[src/inc/gri_consts.vh]
// Constants shared by the PHY pin interface block
//
// What the document requires
// PHY raises carrier sense while medium busy either direction, drops when both idle.
// Carrier sense is asynchronous to every clock; sample without alignment.
// Carrier sense used only in half duplex, ignored in full duplex.
// PHY supplies free-running receive clock at 2.5, 25 or 125 MHz.
// Receive bus, valid and error are captured in the receive clock domain.
// Receive bus is eight bits, LSB bit 0, meaningful only while valid.
// PHY drives receive valid to mark bus carrying data.
// PHY holds receive error at least one receive clock period.
// Receive error counts only while valid, marking the frame errored.
// Management clock generated here from a divider setting; accesses timed to it.
// Management frame: start, read/write, PHY address, register address, data.
// Drive management data pin always except read data bits; the code also releases it in the read turnaround and while idle.
// Reduced gigabit interface supports 10, 100 and 1000 Mbps.
// No carrier or collision pins in reduced mode; half duplex only 10/100.
// Reduced carrier present when valid, or error with nibble data FFh.
// Transmit clock runs continuously at 2.5, 25 or 125 MHz; the divider here makes 2.5 MHz only.
// Transmit nibble and control launched timed to transmit clock.
// Transmit nibble four bits, LSB bit 0, valid only while control high.
// Low nibble on rising edge, high nibble on falling edge.
// Transmit control is the enable marking nibble data valid.
// Receive control carries valid on rising, valid xor error on falling.
// Received low nibble on rising edge, high nibble on falling edge.
// At 10/100 Mbps only the low four bits of each bus move; the transmit path here sends both nibbles of each byte at every speed.
// 1000 Mbps allows full duplex only.
// Carrier sense passes a two-stage synchronizer before use.
`ifndef GRI_CONSTS_VH
`define GRI_CONSTS_VH

// ----------------------------------------
// Speed encodings
// ----------------------------------------
`define GRI_SPD_10 2'h0
`define GRI_SPD_100 2'h1
`define GRI_SPD_1000 2'h2

// ----------------------------------------
// Transmit clock half periods in clk cycles (20 MHz core)
// ----------------------------------------
`define GRI_CLK_HZ 20000000
`define GRI_TXC_HZ_10 2500000
`define GRI_TXC_HZ_100 25000000
`define GRI_TXC_HALF_10 (`GRI_CLK_HZ / `GRI_TXC_HZ_10 / 2)

// ----------------------------------------
// Management frame fields
// ----------------------------------------
`define GRI_MD_PRE_BITS 6'h20
`define GRI_MD_START 2'h1
`define GRI_MD_OP_RD 2'h2
`define GRI_MD_OP_WR 2'h1
`define GRI_MD_FRAME_BITS 6'h20
`define GRI_MD_DATA_FIRST 6'h0f
`define GRI_MD_DIV_RST 8'h04

// ----------------------------------------
// Carrier pattern in reduced mode
// ----------------------------------------
`define GRI_CRS_PATTERN 8'hff

`endif

[src/logic/gri_fifo.v]
// Receive byte FIFO with valid/ready on both sides
`timescale 1ns/1ps
module gri_fifo #(
	parameter WIDTH = 10,
	parameter DEPTH = 16,
	parameter AW = 4
) (
	// Clock and reset
	input wire clk,
	input wire rst,
	// Fill side
	input wire in_valid,
	output wire in_ready,
	input wire [WIDTH-1:0] in_data,
	// Drain side
	output wire out_valid,
	input wire out_ready,
	output reg [WIDTH-1:0] out_data
);
	reg [WIDTH-1:0] mem [0:DEPTH-1];
	reg [AW:0] wr_q;
	reg [AW:0] rd_q;
	reg [AW:0] cnt_q;
	wire do_wr;
	wire do_rd;

	// Handshakes from the occupancy count
	assign in_ready = (cnt_q != DEPTH[AW:0]);
	assign out_valid = (cnt_q != {(AW+1){1'b0}});
	assign do_wr = in_valid & in_ready;
	assign do_rd = out_valid & out_ready;

	// Storage write
	always @(posedge clk) begin
		if (do_wr) begin
			mem[wr_q[AW-1:0]] <= in_data;
		end
	end

	// Head word read combinationally into the output
	always @* begin
		out_data = mem[rd_q[AW-1:0]];
	end

	// Pointers and count
	always @(posedge clk) begin
		if (rst) begin
			wr_q <= {(AW+1){1'b0}};
			rd_q <= {(AW+1){1'b0}};
			cnt_q <= {(AW+1){1'b0}};
		end else begin
			if (do_wr) begin
				wr_q <= wr_q + 1'b1;
			end
			if (do_rd) begin
				rd_q <= rd_q + 1'b1;
			end
			if (do_wr && !do_rd) begin
				cnt_q <= cnt_q + 1'b1;
			end else if (do_rd && !do_wr) begin
				cnt_q <= cnt_q - 1'b1;
			end
		end
	end
endmodule

[src/logic/gri_phy_if.v]
// PHY pin interface: receive capture, carrier, management port, reduced transmit
`timescale 1ns/1ps
`include "gri_consts.vh"
module gri_phy_if #(
	parameter FIFO_DEPTH = 16,
	parameter FIFO_AW = 4
) (
	// Clock and reset
	input wire clk,
	input wire rst,
	// Mode control
	input wire [1:0] speed_sel,
	input wire full_duplex,
	input wire rgmii_mode,
	// Gigabit receive pins
	input wire carrier_sense_in,
	input wire rx_clock_in,
	input wire [7:0] rx_data_bus,
	input wire rx_data_valid,
	input wire rx_error_flag,
	// Reduced receive pins (rise/fall halves presented as sampled levels)
	input wire [3:0] rgmii_rx_nibble_rise,
	input wire [3:0] rgmii_rx_nibble_fall,
	input wire rgmii_rx_control_rise,
	input wire rgmii_rx_control_fall,
	// Received byte stream
	output wire rx_out_valid,
	input wire rx_out_ready,
	output wire [7:0] rx_out_data,
	output wire rx_out_last,
	output wire rx_out_error,
	output reg rx_overflow_q,
	// Carrier for half-duplex logic
	output reg carrier_q,
	// Transmit byte stream
	input wire tx_in_valid,
	output wire tx_in_ready,
	input wire [7:0] tx_in_data,
	// Reduced transmit pins
	output reg rgmii_tx_clock,
	output reg [3:0] rgmii_tx_nibble,
	output reg rgmii_tx_control,
	// Management request
	input wire [7:0] mgmt_clock_divider,
	input wire md_req,
	input wire md_write,
	input wire [4:0] md_phy_addr,
	input wire [4:0] md_reg_addr,
	input wire [15:0] md_wdata,
	output wire md_busy,
	output reg md_done_q,
	output reg [15:0] md_rdata_q,
	// Management pins
	output reg mgmt_clock_out,
	output reg mdio_out,
	output reg mdio_oe,
	input wire mdio_in
);
	// ----------------------------------------
	// Input synchronisers
	// ----------------------------------------
	// The 20 MHz core only reaches the slow receive clocks; pins pass two stages
	reg [20:0] rxs1_q;
	reg [20:0] rxs2_q;
	reg [1:0] crs_s_q;
	reg [1:0] mdi_s_q;
	reg rclk_prev_q;
	wire rclk_rise;

	// Two-stage capture of all asynchronous pins
	always @(posedge clk) begin
		if (rst) begin
			rxs1_q <= 21'h0_0000;
			rxs2_q <= 21'h0_0000;
			crs_s_q <= 2'h0;
			mdi_s_q <= 2'h0;
			rclk_prev_q <= 1'b0;
		end else begin
			// Bit 20 clock, 19 valid, 18 error, 17/16 reduced control, 15:8 bus, 7:0 reduced byte
			rxs1_q <= {rx_clock_in, rx_data_valid, rx_error_flag, rgmii_rx_control_rise, rgmii_rx_control_fall,
				rx_data_bus, rgmii_rx_nibble_fall, rgmii_rx_nibble_rise};
			rxs2_q <= rxs1_q;
			crs_s_q <= {crs_s_q[0], carrier_sense_in}; // see R2
			mdi_s_q <= {mdi_s_q[0], mdio_in};
			rclk_prev_q <= rxs2_q[20];
		end
	end

	assign rclk_rise = rxs2_q[20] & ~rclk_prev_q;

	// ----------------------------------------
	// Receive decode
	// ----------------------------------------
	reg rx_dv;
	reg rx_er;
	reg [7:0] rx_byte;
	reg crs_now;
	reg rx_dv_prev_q;
	reg frame_err_q;
	reg [7:0] rx_hold_q;
	reg rx_hold_v_q;
	reg hold_err_q;
	reg push_q;
	reg push_last_q;
	wire fifo_in_ready;
	wire rg_dv;
	wire rg_er;
	wire [7:0] rg_byte;

	// Reduced-mode pins: valid on rise, valid xor error on fall
	assign rg_dv = rxs2_q[17];
	assign rg_er = rxs2_q[17] ^ rxs2_q[16];
	assign rg_byte = rxs2_q[7:0];

	// Select source and width per mode
	always @* begin
		if (rgmii_mode) begin
			rx_dv = rg_dv;
			rx_er = rg_er;
			rx_byte = rg_byte;
		end else begin
			rx_dv = rxs2_q[19];
			rx_er = rxs2_q[18];
			rx_byte = rxs2_q[15:8];
		end
		if (speed_sel != `GRI_SPD_1000) begin
			rx_byte = {4'h0, rx_byte[3:0]};
		end
		// Carrier derivation
		if (rgmii_mode) begin
			crs_now = rx_dv | (rx_er & (rg_byte == `GRI_CRS_PATTERN)); // see R15
		end else begin
			crs_now = crs_s_q[1];
		end
	end

	// Carrier reaches half-duplex logic only when half duplex is legal
	always @(posedge clk) begin
		if (rst) begin
			carrier_q <= 1'b0;
		end else begin
			carrier_q <= crs_now & ~full_duplex & (speed_sel != `GRI_SPD_1000); // see R3
		end
	end

	// Byte capture on receive clock edges; error only counts inside valid
	always @(posedge clk) begin
		if (rst) begin
			rx_dv_prev_q <= 1'b0;
			frame_err_q <= 1'b0;
			rx_hold_q <= 8'h00;
			rx_hold_v_q <= 1'b0;
			hold_err_q <= 1'b0;
			push_q <= 1'b0;
			push_last_q <= 1'b0;
			rx_overflow_q <= 1'b0;
		end else begin
			push_q <= 1'b0;
			if (rclk_rise) begin
				rx_dv_prev_q <= rx_dv;
				if (rx_dv) begin
					frame_err_q <= frame_err_q | rx_er; // see R9
					if (rx_hold_v_q) begin
						push_q <= 1'b1;
						push_last_q <= 1'b0;
					end
					rx_hold_q <= rx_byte;
					rx_hold_v_q <= 1'b1;
					hold_err_q <= frame_err_q | rx_er;
				end else if (rx_dv_prev_q && rx_hold_v_q) begin
					push_q <= 1'b1;
					push_last_q <= 1'b1;
					rx_hold_v_q <= 1'b0;
					frame_err_q <= 1'b0;
				end
			end
			if (push_q && !fifo_in_ready) begin
				rx_overflow_q <= 1'b1;
			end
		end
	end

	// Previous byte travels with the frame error state from the edge at which it was held
	reg [7:0] push_byte_q;
	reg push_err_q;
	always @(posedge clk) begin
		if (rst) begin
			push_byte_q <= 8'h00;
			push_err_q <= 1'b0;
		end else if (rclk_rise) begin
			push_byte_q <= rx_hold_q;
			push_err_q <= hold_err_q | (rx_dv ? 1'b0 : frame_err_q);
		end
	end

	gri_fifo #(
		.WIDTH(10),
		.DEPTH(FIFO_DEPTH),
		.AW(FIFO_AW)
	) u_rx_fifo (
		.clk(clk),
		.rst(rst),
		.in_valid(push_q),
		.in_ready(fifo_in_ready),
		.in_data({push_err_q, push_last_q, push_byte_q}),
		.out_valid(rx_out_valid),
		.out_ready(rx_out_ready),
		.out_data({rx_out_error, rx_out_last, rx_out_data})
	);

	// ----------------------------------------
	// Reduced transmit
	// ----------------------------------------
	// Core clock only resolves the 10 Mbps clock; faster speeds use the same slow divider
	reg [3:0] txc_cnt_q;
	reg [7:0] tx_byte_q;
	reg tx_busy_q;
	wire txc_tick;

	assign txc_tick = (txc_cnt_q == `GRI_TXC_HALF_10 - 1);
	// Ready at every tick before a fall, so bytes follow back to back and the load there is the handshake
	assign tx_in_ready = txc_tick & rgmii_tx_clock;

	// Free-running transmit clock divider
	always @(posedge clk) begin
		if (rst) begin
			txc_cnt_q <= 4'h0;
			rgmii_tx_clock <= 1'b0;
		end else if (txc_tick) begin
			txc_cnt_q <= 4'h0;
			rgmii_tx_clock <= ~rgmii_tx_clock; // see R16
		end else begin
			txc_cnt_q <= txc_cnt_q + 4'h1;
		end
	end

	// Nibbles launched at clock edges: low on rise, high on fall
	always @(posedge clk) begin
		if (rst) begin
			tx_byte_q <= 8'h00;
			tx_busy_q <= 1'b0;
			rgmii_tx_nibble <= 4'h0;
			rgmii_tx_control <= 1'b0;
		end else if (txc_tick) begin
			if (!rgmii_tx_clock) begin
				// Rising edge next
				rgmii_tx_nibble <= tx_busy_q ? tx_byte_q[3:0] : 4'h0; // see R19, see R18
				rgmii_tx_control <= tx_busy_q;
			end else begin
				rgmii_tx_nibble <= tx_busy_q ? tx_byte_q[7:4] : 4'h0;
				tx_busy_q <= tx_in_valid;
				tx_byte_q <= tx_in_data;
			end
		end
	end

	// ----------------------------------------
	// Management port
	// ----------------------------------------
	reg [7:0] md_div_q;
	reg md_fall;
	reg md_run_q;
	reg [5:0] md_bit_q;
	reg md_pre_q;
	reg md_wr_q;
	reg [31:0] md_sh_q;

	assign md_busy = md_run_q;

	// Management clock divider, low while idle
	always @(posedge clk) begin
		if (rst) begin
			md_div_q <= 8'h00;
			mgmt_clock_out <= 1'b0;
		end else if (!md_run_q) begin
			md_div_q <= 8'h00;
			mgmt_clock_out <= 1'b0;
		end else if (md_div_q >= mgmt_clock_divider) begin
			md_div_q <= 8'h00;
			mgmt_clock_out <= ~mgmt_clock_out;
		end else begin
			md_div_q <= md_div_q + 8'h01;
		end
	end

	// Marks the core cycle in which the management clock falls
	always @* begin
		md_fall = md_run_q & mgmt_clock_out & (md_div_q >= mgmt_clock_divider);
	end

	// Frame shifter: preamble then start, op, addresses, turnaround, data
	always @(posedge clk) begin
		if (rst) begin
			md_run_q <= 1'b0;
			md_bit_q <= 6'h00;
			md_pre_q <= 1'b0;
			md_wr_q <= 1'b0;
			md_sh_q <= 32'h0000_0000;
			md_done_q <= 1'b0;
			md_rdata_q <= 16'h0000;
			mdio_out <= 1'b1;
			mdio_oe <= 1'b0;
		end else begin
			md_done_q <= 1'b0;
			if (!md_run_q) begin
				if (md_req) begin
					md_run_q <= 1'b1;
					md_pre_q <= 1'b1;
					md_bit_q <= `GRI_MD_PRE_BITS;
					md_wr_q <= md_write;
					md_sh_q <= {`GRI_MD_START, md_write ? `GRI_MD_OP_WR : `GRI_MD_OP_RD,
						md_phy_addr, md_reg_addr, 2'h2, md_write ? md_wdata : 16'h0000};
					mdio_out <= 1'b1;
					mdio_oe <= 1'b1;
				end
			end else if (md_fall) begin
				if (md_pre_q) begin
					if (md_bit_q == 6'h01) begin
						md_pre_q <= 1'b0;
						md_bit_q <= `GRI_MD_FRAME_BITS;
					end else begin
						md_bit_q <= md_bit_q - 6'h01;
					end
					mdio_out <= 1'b1;
				end else if (md_bit_q == 6'h00) begin
					md_run_q <= 1'b0;
					md_done_q <= 1'b1;
					mdio_oe <= 1'b0;
					// Last read bit stands since the previous rise and is taken here
					if (!md_wr_q) begin
						md_rdata_q <= {md_rdata_q[14:0], mdi_s_q[1]};
					end
				end else begin
					mdio_out <= md_sh_q[31];
					md_sh_q <= {md_sh_q[30:0], 1'b0};
					md_bit_q <= md_bit_q - 6'h01;
					// Release from turnaround through data on reads
					mdio_oe <= md_wr_q | (md_bit_q > (`GRI_MD_DATA_FIRST + 6'h03));
					if (!md_wr_q && md_bit_q <= `GRI_MD_DATA_FIRST) begin // PHY bit from the previous rise
						md_rdata_q <= {md_rdata_q[14:0], mdi_s_q[1]};
					end
				end
			end
		end
	end
endmodule

[config.mk]
export PLATFORM = sky130hd
export DESIGN_NAME = gri_phy_if
export DESIGN_NICKNAME = d
export VERILOG_FILES = /design/src/logic/gri_fifo.v /design/src/logic/gri_phy_if.v
export VERILOG_INCLUDE_DIRS = /design/src /design/src/inc
export SDC_FILE = /design/constraint.sdc
export NUM_CORES = 1
export LEC_CHECK = 0
export BUFFER_PORTS_ARGS = -buffer_cell sky130_fd_sc_hd__buf_2
export CORE_MARGIN = 3
export CORE_UTILIZATION = 61
export CTS_BUF_LIST = sky130_fd_sc_hd__clkbuf_2
export CTS_CLUSTER_SIZE = 8
export DETAILED_ROUTE_END_ITERATION = 8
export PLACE_DENSITY = 0.81
export REMOVE_ABC_BUFFERS = 1
export SYNTH_ARGS = -nofsm -noshare
export SYNTH_HDL_FRONTEND = slang
export SYNTH_SLANG_ARGS = --single-unit
export TNS_END_PERCENT = 100
[constraint.sdc]
create_clock -name clk -period 2.94 [get_ports clk]
set_input_delay 0.147 -clock clk [delete_from_list [all_inputs] [get_ports clk]]
set_output_delay 0.147 -clock clk [all_outputs]
set_load 0.05 [all_outputs]
## Word-level counts from Yosys, hierarchy flattened

Memory sizes are Yosys's and may differ from the RTL's. A register that Yosys moved wholly into a read port is not among the register bits.
Index checks and enable logic that the tools add are counted.

- Output and inout port bits: 41
- Memories kept: 1
- Register bits: 175
- Bits of input ports: 75
- Word-level logic and storage cells: 170
- RAM bits: 160

- $add $sub $neg: 7
- Multiplexer cells: 59
- Bitwise gates (word level): 22
- Reductions and logical operators: 31
- Eq/ne operators: 11
- $lt $le $gt $ge: 3

Memory list:

| name | words | bits a word | read ports | clocked after memory_dff | write ports | line | text |
|---|---|---|---|---|---|---|---|
| u_rx_fifo.mem | 16 | 10 | 1 | 1 | 1 | gri_fifo.v:20 | `reg [WIDTH-1:0] mem [0:DEPTH-1];` |

Operator list:

| operator | count |
|---|---|
| $mux 32 | 5 |
| $mux 16 | 4 |
| $mux 6 | 6 |
| $mux 1 | 34 |
| $mux 4 | 5 |
| $mux 8 | 2 |
| $add 5x1->5 const B | 3 |
| $reduce_and 2->1 | 6 |
| $mux 5 | 2 |
| $ne 2x2->1 const B | 5 |
| $and 1x1->1 | 9 |
| $reduce_and 3->1 | 3 |
| $add 8x1->8 const B | 1 |
| $eq 8x8->1 const B | 1 |
| $ge 8x8->1 | 1 |
| $not 1->1 | 8 |
| $reduce_bool 2->1 | 4 |
| $eq 6x1->1 const B | 1 |
| $gt 6x5->1 const B | 1 |
| $le 6x4->1 const B | 1 |
| $logic_not 6->1 | 1 |
| $reduce_or 2->1 | 3 |
| $sub 6x1->6 const B | 1 |
| $logic_and 1x1->1 | 5 |
| other kinds (15) | 21 |

## Depth between registers and ports, before layout

- Depth after elaboration: 7
- Mapped depth: 13
- Depth with buffers taken out: 13

## Modules after synthesis

A second synthesis with hierarchy kept.

- Cell total of the unflattened synthesis: 1019
- Area, all modules: 13352.8 um2

By module, submodules not included:

| module | cells an instance | area each (um2) | instances | sequential area each (um2) |
|---|---|---|---|---|
| gri_fifo | 359 | 6957.9 | 1 | 5144.9 |
| gri_phy_if | 660 | 6394.9 | 1 | 3203.1 |

## Least setup slack after synthesis

OpenSTA, ideal clock, no wires.

- Path kind: reg-to-reg
- From: register u_rx_fifo.cnt_q[0]
- To: register u_rx_fifo.cnt_q[4]
- Arrival time: 3.019 ns
- Library setup time: 0.070 ns
- Cell stages (with the launch flop): 13
- Path buffers: 0
- Path slack: -0.150 ns
- Period minus slack after synthesis: 3.090 ns
- Required time: 2.870 ns
- Cells stage by stage: dfxtp_1 -> nor4_1 -> nand2b_1 -> and2_1 -> inv_2 -> ha_1 -> inv_1 -> fa_1 -> a21o_1 -> a21oi_1 -> xnor2_1 -> or3_1 -> a21oi_1

- Cells in the longest elaborated chain, start to end: 5
- Elaborated cells on any way between the ends: 13
- Those cells by class: add/sub (2); eq/ne (1); mux (2); bitwise (2); reduce/logical (6)

Ends and longest elaborated chain:

| element | line | text |
|---|---|---|
| start, declared | gri_fifo.v:23 | `reg [AW:0] cnt_q;` |
| start signal, assigned | gri_fifo.v:50 | `cnt_q <= {(AW+1){1'b0}};` |
| start signal, assigned | gri_fifo.v:59 | `cnt_q <= cnt_q + 1'b1;` |
| start signal, assigned | gri_fifo.v:61 | `cnt_q <= cnt_q - 1'b1;` |
| $reduce_bool 5->1 * | gri_fifo.v:29 | `assign out_valid = (cnt_q != {(AW+1){1'b0}});` |
| via rx_out_valid | gri_phy_if.v:27 | `output wire rx_out_valid,` |
| $and 1x1->1 * | gri_fifo.v:31 | `assign do_rd = out_valid & out_ready;` |
| $logic_not 1->1 | gri_fifo.v:58 | `if (do_wr && !do_rd) begin` |
| $logic_and 1x1->1 | gri_fifo.v:58 |  |
| $mux 5 / $reduce_bool 2->1 (equally long branches) | - |  |

The timed path passes the listed nets; every way through them passes the cells marked *. The select of a mux whose other input is x is not followed.
A chain may end at the register's enable or synchronous reset.

==> results.ini <==
[global_route]
grt.total_usage=0.284
grt_use_met3=0.0670
grt_first_pass_wirelength_um=52800
met2_usage=0.488
antenna_found_initial=1
grt_pass1_vias=10000
busiest_layer=met2
globalRouteOverflowTotal=0
grt_max_degree=151
grt_use_met1=0.351

[clock_tree]
worstSkewPairLatency_ns=0.94
htreeDepth=3
numCtsBuffers=80
path_clk_slew_ns=0.09
clockBufferDepth=3
clock_sink_count=337
cts_tree=done
root_buffer=clkbuf_2

[sta]
relSlewSlack=0.307
skew_ns=0.145
layout_worst_path_cycle_share=0.975
fmax_mhz=349
drv_slew=0
tightest_slew_ns=1.04
setup_viol=0
min_period_ns=2.87
hold_violations=0

[worst_setup_path]
end_kind=output port
crit_top_cell=mux4_2
path_buf_inv=2
worstPathCellList=buf_12 > mux4_2 > mux4_2 > buf_2
path_max_fanout=10
rrSetupSlack_ns=0.10
worstSetupPathType=reg2out
worst_ep_required_time_ns=2.79
r2r_end=md_sh_q[23]$_SDFFE_PP0P_
rr_worst_depth=9
slowest_stage=mux4_2
r2r_start=md_div_q[1]$_SDFF_PP0_
slowest_delay_ns=0.55
startpoint_type=flop
crit_arrival_ns=2.72
path_delay_family=multiplexers

[route]
wl_per_cell_um=20.4
via_per_inst=5.90
drc=0
routed_wl_um=33100
drt-pass1-iter-count=6
ant_nets=0
num_vias=9562
drt_iter0_drc=979

[die]
ios=116
die-height_um=152
die_w_um=152
start_util=0.632
coreArea_um2=20600
fp-row-count=52
dieArea_um2=23200

[hold_path]
whs_path_depth=7
hold_end=md_bit_q[1]$_SDFFE_PP0P_
hold_start=mgmt_clock_divider[0]
hp-class=in2reg

[run]
drv_cap=0

[layout]
fill_cells=1036
final_common_cell=dfxtp_1
final_cell_mix=176 x dfxtp_1, 160 x edfxtp_1, 151 x dlygate4sd3_1
fin_area_um2=16200
area_growth_pct=24.5
seqCellArea_um2=8350
layout-drive-gt1-share=0.247
fin_nets=1386
multi_input_area_um2=4440

[yosys]
syn_area_um2=13000
synth_enable_flop_cells=160
yosysTopAreaCell=edfxtp_1
synthTopCellsByArea=edfxtp_1 37%, dfxtp_1 27%, mux4_2 8.6%
synthDominantCellAreaShare=0.368
synth_cell_type_count=61
syn_inst=973
async_flop_share=0
synth_seq_area_share=0.640
ys_ff_latch=337
synth.yosys.warnings=0
postSynthAreaPerCell_um2=13.4
synth-main-ff-cell=dfxtp_1

[pwr]
combPwrFrac=0.185
switchingPower_mw=2.97
swShare=0.297
ir_worst_vdd_uv=360
power_mw=10.0
p_leak_nw=6.21
p_clk_frac=0.302
p_int_mw=7.04
p_seq_frac=0.513
pwr_density_cell_nw_per_um2=617

[placement]
gp_congestion=0.796
io_buffers=115
placed_cell_area_um2=13900
dp_hpwl_um=16000

[status]
outcome=complete, no violations

-- registers in the layout, indices dropped and copies added (netlist names), 8 cells and up, named ones only --
signal	flops
rx_hold_q	8
push_byte_q	8
u_rx_fifo.mem	160
md_div_q	8
rxs2_q	21
rxs1_q	21
tx_byte_q	8
md_sh_q	32
md_rdata_q	16
-- how the worst max path moves through the flow --
stage                                    start                               to  slack (ns)  cells after the start
3_3_place_gp   u_rx_fifo.cnt_q[0]$_SDFFE_PP0P_  u_rx_fifo.cnt_q[4]$_SDFFE_PP0P_        0.21                     12
2_1_floorplan                             flop                   rx_out_data[0]       -0.25                      2
4_1_cts                                   flop                      rx_out_last        0.02                      4
3_5_place_dp   u_rx_fifo.cnt_q[0]$_SDFFE_PP0P_  u_rx_fifo.cnt_q[4]$_SDFFE_PP0P_        0.06                     12
6_report                                  flop                   rx_out_data[1]        0.07                      4
5_1_grt        u_rx_fifo.cnt_q[0]$_SDFFE_PP0P_  u_rx_fifo.cnt_q[4]$_SDFFE_PP0P_      -0.003                     12
-- timing repair --
item,4_1_cts,5_1_grt
setup buffers,0,0
setup endpoints to repair,10,12
gates cloned,2,1
hold buffers,151,0
gates resized for setup,5,9
hold endpoints to repair,164,0
-- logic make-up after synthesis --
| kind of cell | count (synthesis) | share of synthesized area |
|---|---|---|
| flip-flops | 337 | 0.640 |
| AND/OR/NAND/NOR | 261 | 0.0991 |
| AO/OA/AOI/OAI | 166 | 0.0816 |
| multiplexers | 94 | 0.120 |
| buffers and inverters | 72 | 0.0225 |
| adder cells (fa/ha/maj) | 24 | 0.0236 |
| XOR/XNOR | 19 | 0.0128 |
-- layout make-up --
type                            count  share of cell area
Antenna cell                        1            0.000154
Clock buffer                      123              0.0379
Clock inverter                     23             0.00639
Inverter                           19             0.00439
Multi-Input combinational cell    564               0.273
Sequential cell                   337               0.514
Tap cell                          270              0.0208
Timing Repair Buffer              285               0.143
-- power groups by stage --
stage          registers, mW  logic (mW)  clock network (mW)
3_3_place_gp            5.18        1.49                   0
6_report                5.13        1.85                3.03
5_1_grt                 5.15        1.99                3.30
4_1_cts                 5.10        1.76                2.99
2_1_floorplan           5.30        1.01                   0
3_5_place_dp            5.19        1.53                   0
-- metrics by stage --
step / TNS, ns / hold WS (ns) / cells / setup WS [ns] / utilization
5_1_grt: -0.00751 / 0.235 / 1622 / -0.00278 / 0.787
3_5_place_dp: 0 / 0.361 / 1321 / 0.0611 / 0.673
4_1_cts: 0 / 0.169 / 1620 / 0.0248 / 0.784
2_1_floorplan: -4.26 / 0.216 / 920 / -0.251 / -
6_report: 0 / 0.167 / 1622 / 0.0742 / 0.787
3_3_place_gp: 0 / 0.357 / 1321 / 0.210 / 0.673
-- worst reg2reg max path, delay by kind of cell (launching register included) --
kind / cells / cell delay (ns)
fa+ha+maj: 1 / 0.30
buf+inv: 2 / 1.00
compound gates: 4 / 0.73
simple gates: 2 / 0.40
flops: 1 / 0.35
-- cells in the mapped netlist, types with 4 or more instances --
cell type	instances
nor2b_1	53
edfxtp_1	160
o21ai_0	12
mux4_2	50
buf_1	8
xnor2_1	10
nand4_1	5
dfxtp_1	177
nand2b_1	11
nor3_1	13
nand2_1	66
o21ai_1	4
inv_1	17
and3_1	9
xor2_1	9
a211oi_1	32
mux2i_1	42
nand3_1	10
nor2_1	75
ha_1	23
a21oi_1	77
clkbuf_1	33
a22oi_1	15
buf_2	10
-- metal layers --
metal | share of wire | vias to the layer above
met2 | 0.49 | 634
li1 | - | 4262
met5 | 0 | -
met3 | 0.091 | 133
met1 | 0.38 | 4533
met4 | 0.036 | 0
No activity file was read; power rests on OpenSTA's default activity.
